--- config.mk ---
export PLATFORM = sky130hd
export DESIGN_NAME = dpll_core
export DESIGN_NICKNAME = d
export VERILOG_FILES = /design/src/dpll_pkg.sv /design/src/dpll_core.sv
export VERILOG_INCLUDE_DIRS = /design/src /design/src/src
export SDC_FILE = /design/constraint.sdc
export NUM_CORES = 1
export LEC_CHECK = 0
export ABC_AREA = 1
export BUFFER_PORTS_ARGS = -buffer_cell sky130_fd_sc_hd__buf_2
export CAP_MARGIN = 15
export CORE_MARGIN = 4
export CORE_UTILIZATION = 35
export DETAILED_ROUTE_END_ITERATION = 10
export PLACE_DENSITY = 0.5
export SKIP_CTS_REPAIR_TIMING = 1
export SYNTH_ARGS = -nofsm -noshare
export SYNTH_HDL_FRONTEND = slang
export SYNTH_SLANG_ARGS = --single-unit
--- constraint.sdc ---
create_clock -name ref_clk -period 4.4 [get_ports ref_clk]
set_clock_uncertainty 0.1 [all_clocks]
set_input_delay 0.22 -clock ref_clk [delete_from_list [all_inputs] [get_ports ref_clk]]
set_output_delay 0.22 -clock ref_clk [all_outputs]
set_load 0.01 [all_outputs]
--- src/dpll_consts.svh ---
// constants for the digital phase-locked loop core
// assumes inclusion by bare name from the package and the core
`ifndef DPLL_CONSTS_SVH
`define DPLL_CONSTS_SVH
`define DPLL_CNT_W 17
`define DPLL_MOD_OFF 2
`define DPLL_SEL_INHIBIT 4'h0
`define DPLL_CLK_NS 50
`define DPLL_RST_CNT 17'h00000
`define DPLL_INS_TOGGLES 2'h2
`endif

--- src/dpll_pkg.sv ---
// types for the digital phase-locked loop core
// assumes dpll_consts.svh on the include path
`include "dpll_consts.svh"
package dpll_pkg;
    typedef struct packed {
        logic xor_detector_input_a;
        logic edge_detector_input_a;
        logic phase_b;
    } dpll_phase_in_type;
    typedef struct packed {
        logic exclusive_or_detector_output;
        logic edge_detector_output;
    } dpll_detect_out_type;
    typedef enum logic [1:0] {
        DPLL_ADJ_IDLE = 2'b00,
        DPLL_ADJ_INSERT = 2'b01,
        DPLL_ADJ_DELETE = 2'b10
    } dpll_adj_type;
endpackage

--- src/dpll_core.sv ---
// digital phase-locked loop core: detectors, modulus counter, pulse adjust
// assumes one ref_clk domain; the pulse-adjust and counter clocks arrive as pins
// Functional notes
// - xor detector output high when its two inputs differ
// - edge detector output low on a falling edge of input a; rising edges hold
// - all modulus select bits low inhibits counter, no carry or borrow
// - select n gives modulus 2 to the power n plus two
// - modulus select may change while running
// - selected detector output sets count direction; counter steps on counter clock
// - carry pulse on wrap while counting up
// - borrow pulse on wrap while counting down
// - idle output toggles on each pulse-adjust clock rise, a square wave at half its rate
// - each carry or borrow inserts or removes one output pulse; of several before one adjust-clock rise only the last takes effect
// - zero error xor inputs quarter cycle apart, output square wave
// - zero error edge inputs half cycle apart
`timescale 1ns/10ps
`default_nettype none
`include "dpll_consts.svh"
module dpll_core (
    input wire logic ref_clk,
    input wire logic rst,
    input wire logic clk_en,
    input wire dpll_pkg::dpll_phase_in_type phase_in,
    input wire logic [3:0] modulus_select,
    input wire logic use_edge_detector,
    input wire logic counter_clock,
    input wire logic pulse_adjust_clock,
    output var dpll_pkg::dpll_detect_out_type detect_out,
    output logic carry,
    output logic borrow,
    output logic pulse_adjust_output
);
    // ------------------------------------------------------------
    // input synchronisers
    // ------------------------------------------------------------
    localparam int SYNC_W = 5;
    logic [SYNC_W-1:0] pin_raw;
    logic [SYNC_W-1:0] sync1_q;
    logic [SYNC_W-1:0] sync2_q;
    logic [SYNC_W-1:0] prev_q;
    logic [3:0] sel1_q;
    logic [3:0] sel_q;
    assign pin_raw = {pulse_adjust_clock, counter_clock, phase_in};
    always_ff @(posedge ref_clk) begin
        if (rst) begin
            sync1_q <= '0;
            sync2_q <= '0;
            prev_q <= '0;
            sel1_q <= 4'h0;
            sel_q <= 4'h0;
        end else if (clk_en) begin
            sync1_q <= pin_raw;
            sync2_q <= sync1_q;
            prev_q <= sync2_q;
            sel1_q <= modulus_select;
            sel_q <= sel1_q;
        end
    end
    logic [SYNC_W-1:0] fall;
    logic [SYNC_W-1:0] rise;
    genvar gi;
    generate
        for (gi = 0; gi < SYNC_W; gi++) begin : g_edge
            assign fall[gi] = prev_q[gi] & ~sync2_q[gi];
            assign rise[gi] = ~prev_q[gi] & sync2_q[gi];
        end
    endgenerate
    // bit order follows the struct: b=0, edge a=1, xor a=2, counter=3, adjust=4
    logic b_fall;
    logic ea_fall;
    logic kclk_rise;
    logic aclk_rise;
    logic aclk_fall;
    assign b_fall = fall[0];
    assign ea_fall = fall[1];
    assign kclk_rise = rise[3];
    assign aclk_rise = rise[4];
    assign aclk_fall = fall[4];
    // ------------------------------------------------------------
    // phase detectors
    // ------------------------------------------------------------
    logic xor_q;
    logic edge_q;
    always_ff @(posedge ref_clk) begin
        if (rst) begin
            xor_q <= 1'b0;
        end else if (clk_en) begin
            xor_q <= sync2_q[2] ^ sync2_q[0];
        end
    end
    always_ff @(posedge ref_clk) begin
        if (rst) begin
            edge_q <= 1'b0;
        end else if (clk_en) begin
            // b falling wins if both fall together
            if (b_fall) begin
                edge_q <= 1'b1;
            end else if (ea_fall) begin
                edge_q <= 1'b0;
            end
        end
    end
    assign detect_out.exclusive_or_detector_output = xor_q;
    assign detect_out.edge_detector_output = edge_q;
    // ------------------------------------------------------------
    // modulus counter
    // ------------------------------------------------------------
    function automatic logic [`DPLL_CNT_W-1:0] top_of(input logic [3:0] sel);
        logic [`DPLL_CNT_W-1:0] one;
        one = {{(`DPLL_CNT_W-1){1'b0}}, 1'b1};
        top_of = (one << (5'(sel) + 5'(`DPLL_MOD_OFF))) - one;
    endfunction
    logic count_down;
    logic inhibit;
    logic [`DPLL_CNT_W-1:0] top;
    logic [`DPLL_CNT_W-1:0] cnt_q;
    logic carry_q;
    logic borrow_q;
    assign count_down = use_edge_detector ? edge_q : xor_q;
    assign inhibit = (sel_q == `DPLL_SEL_INHIBIT);
    assign top = top_of(sel_q);
    always_ff @(posedge ref_clk) begin
        if (rst) begin
            cnt_q <= `DPLL_RST_CNT;
            carry_q <= 1'b0;
            borrow_q <= 1'b0;
        end else if (clk_en) begin
            carry_q <= 1'b0;
            borrow_q <= 1'b0;
            if (inhibit) begin
                cnt_q <= `DPLL_RST_CNT;
            end else if (kclk_rise) begin
                if (count_down) begin
                    if (cnt_q == '0) begin
                        cnt_q <= top;
                        borrow_q <= 1'b1;
                    end else begin
                        cnt_q <= cnt_q - 1'b1;
                    end
                end else begin
                    // a shrunk modulus wraps at once, no stall
                    if (cnt_q >= top) begin
                        cnt_q <= '0;
                        carry_q <= 1'b1;
                    end else begin
                        cnt_q <= cnt_q + 1'b1;
                    end
                end
            end
        end
    end
    assign carry = carry_q;
    assign borrow = borrow_q;
    // ------------------------------------------------------------
    // pulse adjust
    // ------------------------------------------------------------
    // each output pulse spans two toggles: insert adds two toggles on the
    // next two adjust-clock falls, delete skips two adjust-clock rises
    dpll_pkg::dpll_adj_type pend_q;
    logic out_q;
    logic hold_q;
    logic [1:0] extra_q;
    always_ff @(posedge ref_clk) begin
        if (rst) begin
            pend_q <= dpll_pkg::DPLL_ADJ_IDLE;
            out_q <= 1'b0;
            hold_q <= 1'b0;
            extra_q <= 2'h0;
        end else if (clk_en) begin
            if (carry_q) begin
                pend_q <= dpll_pkg::DPLL_ADJ_INSERT;
            end else if (borrow_q) begin
                pend_q <= dpll_pkg::DPLL_ADJ_DELETE;
            end
            if (aclk_rise) begin
                case (pend_q)
                    dpll_pkg::DPLL_ADJ_IDLE: begin
                        if (hold_q) begin
                            hold_q <= 1'b0;
                        end else begin
                            out_q <= ~out_q;
                        end
                    end
                    dpll_pkg::DPLL_ADJ_INSERT: begin
                        // normal step now, the extra pulse follows on the falls
                        if (hold_q) begin
                            hold_q <= 1'b0;
                        end else begin
                            out_q <= ~out_q;
                        end
                        extra_q <= `DPLL_INS_TOGGLES;
                        if (!carry_q && !borrow_q) begin
                            pend_q <= dpll_pkg::DPLL_ADJ_IDLE;
                        end
                    end
                    dpll_pkg::DPLL_ADJ_DELETE: begin
                        hold_q <= 1'b1;
                        if (!carry_q && !borrow_q) begin
                            pend_q <= dpll_pkg::DPLL_ADJ_IDLE;
                        end
                    end
                    default: begin
                        pend_q <= dpll_pkg::DPLL_ADJ_IDLE;
                    end
                endcase
            end else if (aclk_fall && extra_q != 2'h0) begin
                out_q <= ~out_q;
                extra_q <= extra_q - 2'h1;
            end
        end
    end
    assign pulse_adjust_output = out_q;
endmodule // dpll_core
`default_nettype wire

# Yosys cells after proc, flatten, opt, wreduce, memory -nomap -nowiden
# Cells that the tools add are included.
[totals]
reg_bits = 50
in_bits = 13
out_inout_bits = 5
[classes]
add_sub_neg = 5
n_lt_le_gt_ge = 1
eq_ne = 5
shift = 1
mux = 29
bitwise_logic = 12
n_reduce_logical = 19
[op_table]
columns = ["op", "count"]
rows = [
  ["17-bit two-way mux", 5],
  ["17-bit by 1-bit subtractor with 17-bit output, second input constant", 2],
  ["17-bit by 1-bit adder with 17-bit output, second input constant", 1],
  ["17-bit >= comparator", 1],
  ["17-bit logical NOT", 1],
  ["1-bit by 5-bit << shifter with 17-bit output, first input constant", 1],
  ["1-bit two-way mux", 15],
  ["2-bit two-way mux", 7],
  ["2-bit nonzero test", 5],
  ["1-bit inverter", 6],
  ["3-bit AND reduction", 2],
  ["4-bit by 2-bit adder with 5-bit output, second input constant", 1],
  ["1-bit AND", 5],
  ["4-bit logical NOT", 1],
  ["2-bit inequality test, second input constant", 2],
  ["2-bit case mux with 2 select lines", 1],
  ["2-bit AND reduction", 2],
  ["4-bit AND reduction", 1],
  ["2-bit OR reduction", 2],
  ["2-bit by 1-bit equality test with 1-bit output, second input constant", 1],
  ["2-bit equality test, second input constant", 1],
  ["1-bit logical AND", 2],
  ["1-bit logical NOT", 2],
  ["2-bit logical NOT", 1],
  ["other kinds (4)", 4],
]

# Logic depth before layout (Yosys ltp)
# Gate-level depths: netlist of the first run.
[logic_depth]
word_depth = 8
mapped_depth = 27
ltp_nobuf = 27

# Worst setup path after synthesis of the first run
# No wires, ideal clock.
[synth_timing]
kind = "register -> register"
startpoint = "register sel_q[1]"
endpoint = "register cnt_q[11]"
setup_time_ps = 132
arrival_ps = 2992
t_required_ps = 4168
path_slack_ps = 1176
stages_incl_launch_ff = 27
period_less_slack_ps = 3224
cell_sequence = "dfxtp_1 -> ha_1 -> inv_1 -> nand2_1 -> nand2_2 -> nand2_2 -> inv_2 -> nand2_2 -> ha_1 -> inv_1 -> nor2_1 -> nand3_1 -> o21bai_1 -> nand2_1 -> ha_1 -> nand2_1 -> nor2_1 -> inv_1 -> nor2_1 -> nand2_1 -> nand2_1 -> nand2_1 -> nand2_1 -> clkbuf_2 -> o21ai_0 -> nand2_1 -> a21oi_1"
[synth_via]
elab_chain_cells = 8
[synth_lines]
columns = ["item", "line", "rtl"]
rows = [
  ["start: declaration", "dpll_core.sv:42", "logic [3:0] sel_q;"],
  ["start signal: assignment", "dpll_core.sv:56", "sel_q <= sel1_q;"],
  ["4-bit by 2-bit adder with 5-bit output", "dpll_core.sv:111", "top_of = (one << (5'(sel) + 5'(`DPLL_MOD_OFF))) - one;"],
  ["1-bit by 5-bit << shifter with 17-bit output", "dpll_core.sv:111", ""],
  ["17-bit by 1-bit subtractor with 17-bit output", "dpll_core.sv:111", ""],
  ["17-bit >= comparator", "dpll_core.sv:142", "if (cnt_q >= top) begin"],
  ["17-bit two-way mux", "dpll_core.sv:142", ""],
  ["17-bit two-way mux", "dpll_core.sv:133", "if (count_down) begin"],
  ["17-bit two-way mux", "dpll_core.sv:132", "end else if (kclk_rise) begin"],
  ["17-bit two-way mux", "dpll_core.sv:130", "if (inhibit) begin"],
  ["end signal: assignment", "dpll_core.sv:131", "cnt_q <= `DPLL_RST_CNT;"],
  ["end signal: assignment", "dpll_core.sv:135", "cnt_q <= top;"],
  ["end signal: assignment", "dpll_core.sv:146", "cnt_q <= cnt_q + 1'b1;"],
  ["end: declaration", "dpll_core.sv:116", "logic [`DPLL_CNT_W-1:0] cnt_q;"],
]
# Several ways; a longest one is shown, not always the timed one. The select of a mux whose other input is x is not followed.
# A chain may end at the register's enable or synchronous reset.

# Worst setup path after layout of the first run
[layout_timing]
startpoint = "register sel_q[1]"
endpoint = "register cnt_q[1]"
# The elaborated chain is that of the path after synthesis.

==> results of run 1 <==
[worst min-delay path, stage by stage]
cell    delay, ns
buf_2        0.07
nor2_1       0.03
nor2_1       0.08
[placed cells by master, fill, tap and decap left out, types with 2 or more instances in the layout]
master | netlist | routed
nand3_2 | 5 | 5
inv_2 | 6 | 6
nor3_1 | 5 | 5
xnor2_1 | 4 | 4
nor2_2 | 2 | 2
buf_4 | 5 | 2
nand3b_1 | 2 | 2
nor2_1 | 79 | 79
inv_1 | 66 | 66
clkbuf_8 | 0 | 6
a31oi_1 | 2 | 2
nand2_2 | 6 | 7
a211oi_1 | 2 | 2
o21ai_0 | 39 | 39
nand2_1 | 171 | 170
nor3_2 | 4 | 4
o21ai_1 | 2 | 2
ha_1 | 27 | 27
a21oi_1 | 50 | 50
buf_2 | 6 | 17
dfxtp_1 | 49 | 49
nand4_1 | 5 | 5
nand3_1 | 38 | 38
xor2_1 | 23 | 23
[worst max-delay path by stage]
stage / end / start / slack (ns) / cells past startpoint
3_5_place_dp: cnt_q[1] / sel_q[1] / 0.53 / 27
3_3_place_gp: cnt_q[1] / sel_q[1] / 0.60 / 27
2_1_floorplan: cnt_q[11] / sel_q[1] / 1.18 / 26
6_report: cnt_q[1] / sel_q[1] / 0.64 / 27
4_1_cts: cnt_q[1] / sel_q[1] / 0.50 / 27
5_1_grt: cnt_q[1] / sel_q[1] / 0.10 / 25
[cells by family (layout without fill, tap and decap cells)]
logic type      Yosys count  count (layout)  synth area share
simple gates            320             320             0.354
fa+ha+maj                27              27            0.0873
xor+xnor                 27              27            0.0611
flops                    49              49             0.253
buf+inv                  99             100             0.106
compound gates          101             101             0.138
[synth_stat cells]
library cell	n
buf_4	5
o21ai_1	2
nand2_1	171
o2111ai_1	1
inv_2	6
nor2_2	2
inv_1	66
nand3b_1	2
nand3_1	38
a21oi_1	50
a21oi_2	1
nor2_4	1
dfxtp_1	49
nand4_1	5
xor2_1	23
buf_1	1
nand2_2	6
xnor2_1	4
nand4_2	1
buf_2	6
nor2_1	79
o211ai_1	1
o21bai_1	1
clkbuf_2	2
o221a_2	1
or2_2	1
o311ai_0	1
clkinv_2	1
buf_6	1
nor3_2	4
nor3_1	5
ha_1	27
o21ai_0	39
nand3_2	5
clkbuf_1	11
a31oi_1	2
a211oi_1	2
[registers in the layout, indices dropped and copies added, names as in the netlist]
| name | count |
|---|---|
| prev_q | 4 |
| carry | 1 |
| sync2_q | 5 |
| pulse_adjust_output | 1 |
| cnt_q | 17 |
| sync1_q | 5 |
| extra_q | 2 |
| borrow | 1 |
| hold_q | 1 |
| sel1_q | 4 |
| edge_q | 1 |
| pend_q | 2 |
| sel_q | 4 |
| xor_q | 1 |
[layout make-up]
| type | instances | share of cell area |
|---|---|---|
| clock buffers | 6 | 0.0201 |
| well taps | 140 | 0.0426 |
| multi-input cells | 475 | 0.603 |
| inverters | 73 | 0.0669 |
| flip-flops and latches | 49 | 0.238 |
| clock inverters | 2 | 0.00426 |
| repair buffers | 19 | 0.0243 |
[stage by stage]
step	hold WS, ns	total power (uW)	instances	setup slack (ns)	cell area [um2]
floorplan	0.255	663	623	1.18	3870
global placement	0.338	729	756	0.597	4010
detailed placement	0.345	729	756	0.525	4010
CTS	0.0121	1030	764	0.500	4110
global route	0.0317	1090	764	0.100	4110
finish	0.0206	1020	764	0.644	4110
[report_power, final]
group	switching [uW]	leakage [uW]	internal, uW
logic	171	0.00155	76.0
registers	12.2	0.000400	460
clock network	168	0.0000518	131
total	351	0.00200	667
[routing by layer]
layer	up-vias	share of wire	wire (um)	GRT usage
met1	1739	0.46	5020	0.238
met4	0	0.023	244	0.0561
met5	-	0	0	0
li1	1984	-	-	-
met2	99	0.46	5020	0.298
met3	17	0.048	516	0.0209
==> reports/results.ini, run 1 <==
[placement]
hpwlAfterDp_um=8050
io_buffer_count=17
gp_congestion=0.888

[detailed_routing]
drt-wirelength-per-cell_um=14.1
drc=0
drt-vias-per-instance=5.02
drt_iter0_markers=328
drtAntennaViolNets=0
dr.pass1.iters=8
wirelength_um=10800
num_vias=3839

[clock_tree]
cts_sinks=49
numCtsBuffers=5
cts_max_level=2
clkTransAtPathRegs_ns=0.10
cts-root-buf=clkbuf_8
clk_path_buf_depth=2
cts_tree=built
worstSkewPairLatency_ns=0.31

[synthesis]
synth_fp_nets=663
syn_inst=623
synth.avg_cell_area_um2=6.21
ys_types=37
ys_seq_area_frac=0.253
synth_top_area_share=0.253
syn_area_mm2=0.00387
synth_largest_area_cell=dfxtp_1
synth_area_leaders=dfxtp_1 (25%), nand2_1 (17%), ha_1 (8.7%)
ys_ff_latch=49
synth_warnings=0

[final_layout]
antenna_cells=0
area_growth_pct=6.30
drive_gt1_frac=0.0913
fin_nets=663
n_fill_cell=1239
utilization=0.380
multi_input_area_mm2=0.00248
regArea_um2=981

[power]
power_density_mw_per_mm2=247
ir_drop_mv=0.124
p_leak_uw=0.00200

[floorplanning]
fp.dieW_um=113
initial_core_util=0.357
dieArea_mm2=0.0128
chipHeight_um=113
core_mm2=0.0108
rows=38
io_pins=18

[sta]
fmax_mhz=266
fin_crit_sh=0.854
setup_viol=0
worst_pin_slew_ns=0.926
max-slew-margin-rel=0.383
hold_viol=0
tns_ns=0
slew_viol_final=0
fin_crit_ns=3.76
rsz0062_at_grt=false

[critical_path]
r2r_start=sel_q[1]
slowest_delay_ns=0.44
cp_slowest_cell=dfxtp_1
crit_top_cell=nand2_1
worstSetupPathType=reg -> reg
end_kind=flop
regToRegSetupSlack_ns=0.64
cp_num_buf_inv=5
crit_fanout=13
startpoint_type=flop
rr_endpoint=cnt_q[1]
cp.required_ns=4.48
rr_worst_depth=27
critPathArrivalTime_ns=3.84
critical_path.top_delay_family=simple AND/OR/NAND/NOR gates

[flow_run]
drv_cap=0

[global_route]
grt-ovfl-total=0
first_global_vias=3709
grt.total_usage=0.178
grt_pass1_wl_um=18400
antenna_found_initial=0
grt_max_degree=34

[worst_hold_path]
hold_path.startpoint=pulse_adjust_clock
worst_hold_path.endpoint=sync1_q[4]
hp-class=in -> reg
hold_depth=3

[status]
status=finished, final reports clean

(Power assumes the default switching activity.)
==> run 2: changes to the inputs <==
CORE_UTILIZATION = 30   (was 35)
PLACE_DENSITY = 0.45   (was 0.5)
==> run 2 against run 1 <==
Die area rose by 15%; sequential power barely moved; global-route usage fell by 1.6 points; register-to-register slack got worse by 0.02 ns; worst setup slack got worse by 0.024 ns; critical endpoint unchanged; via count fell by 1.6%; combinational power barely moved; final cell count rose by 4.3%; sequential share of layout area fell by 0.57 points; largest power group unchanged; critical path type unchanged.
==> reports/results.ini, run 2 (synthesis gave the netlist of run 1 again) <==
[status]
status=finished, final reports clean

[final_layout]
multi_input_area_mm2=0.00248
regArea_um2=981
layout_commonest_cell=nand2_1
utilization=0.334
n_fill_cell=1432
drive_gt1_frac=0.0928
fin_nets=664
largest_reg_flops=17
reg.largest.list=cnt_q (17), sync1_q (5), sync2_q (5)
mostFrequentLayoutCells=nand2_1 (170), nor2_1 (79), inv_1 (66)
antenna_cells=0
area_growth_pct=8.92
fin_area_mm2=0.00422
max_flop_register=cnt_q

[floorplanning]
rows=41
initial_core_util=0.307
fp.dieW_um=122
core_mm2=0.0126
chipHeight_um=122
io_pins=18
dieArea_mm2=0.0148

[critical_path]
regToRegSetupSlack_ns=0.62
critPathArrivalTime_ns=3.84
slowest_delay_ns=0.42
cp.required_ns=4.46
cp_slowest_cell=dfxtp_1
crit_top_cell=nand2_1
startpoint_type=flop
worstSetupPathType=reg -> reg
end_kind=flop
crit_fanout=13
r2r_start=sel_q[1]
rr_worst_depth=25
rr_endpoint=cnt_q[1]

[clock_tree]
cts_tree=built
clkTransAtPathRegs_ns=0.07
numCtsBuffers=5
cts-root-buf=clkbuf_16
cts_max_level=2
clk_path_buf_depth=2
cts_sinks=49
worstSkewPairLatency_ns=0.30

[power]
power_switching_uw=377
intPower_uw=754
power_density_mw_per_mm2=268
swShare=0.333
ir_drop_mv=0.185
p_leak_uw=0.00203
sequentialPowerShare=0.417
power_uw=1130
comb_power_share=0.219
clockPowerShare=0.363

[worst_hold_path]
worst_hold_path.endpoint=sel1_q[2]
hold_path.startpoint=modulus_select[2]
hp-class=in -> reg
hold_depth=3

[detailed_routing]
drt-wirelength-per-cell_um=14.0
wirelength_um=11200
drc=0
drt-vias-per-instance=4.74
dr.pass1.iters=8
drt_iter0_markers=233
drtAntennaViolNets=0
num_vias=3778

[sta]
rsz0062_at_grt=false
worst_pin_slew_ns=0.872
slew_viol_final=0
timing.hold.ws_ns=0.0460
max-slew-margin-rel=0.419
tns_ns=0
hold_viol=0
fin_crit_ns=3.78
setup_viol=0
fmax_mhz=265
fin_crit_sh=0.859

[global_route]
first_global_vias=3708
grt.total_usage=0.161
grt_max_degree=34
grt_pass1_wl_um=19000
antenna_found_initial=0
grt-ovfl-total=0

[placement]
hpwlAfterDp_um=8310
gp_congestion=0.872
io_buffer_count=17
place_area_mm2=0.00406

[flow_run]
drv_cap=0

[run 2: area by class of cell]
cell class / instances / area share
timing repair buffer: 20 / 0.0255
clock inverter: 3 / 0.00683
sequential: 49 / 0.233
inverter: 73 / 0.0653
tap: 172 / 0.0511
multi-input combinational: 475 / 0.589
clock buffer: 5 / 0.0297
[run 2: power by group through the flow]
stage | Sequential [uW] | Combinational [uW] | Clock [uW]
2_1_floorplan | 479 | 184 | 0
3_5_place_dp | 483 | 249 | 0
3_3_place_gp | 482 | 250 | 0
5_1_grt | 475 | 289 | 450
4_1_cts | 472 | 251 | 431
6_report | 472 | 248 | 411
[run 2: worst max path at each step]
stage / start / cells after the start / to
after detailed placement: sel_q[1] / 25 / cnt_q[1]
after floorplan: sel_q[1] / 26 / cnt_q[11]
after global placement: sel_q[1] / 27 / cnt_q[1]
after CTS: sel_q[1] / 25 / cnt_q[1]
after global routing: sel_q[1] / 27 / cnt_q[16]
final: sel_q[1] / 25 / cnt_q[1]
[run 2: worst max-delay path, delay by kind of cell (launching register included)]
family	cells	cell delay [ns]
AOI/OAI and AO/OA	2	0.24
buffers and inverters	4	0.32
adders and majority gates	3	0.76
and+or+nand+nor	16	1.82
DFF	1	0.42
[run 2: metrics by stage]
step                      instances  worst slack [ns]
final                           797             0.621
after detailed placement        789             0.478
after CTS                       797             0.465
after global routing            797             0.137
after floorplan                 623              1.18
after global placement          789             0.615
[run 2: routing by layer]
metal  up-vias  routed length [um]  global-route usage
met5         -                   0                   0
li1       1991                   -                   -
met1      1692                5400               0.218
met3        12                 447              0.0200
met2        83                5120               0.270
met4         0                 198              0.0455
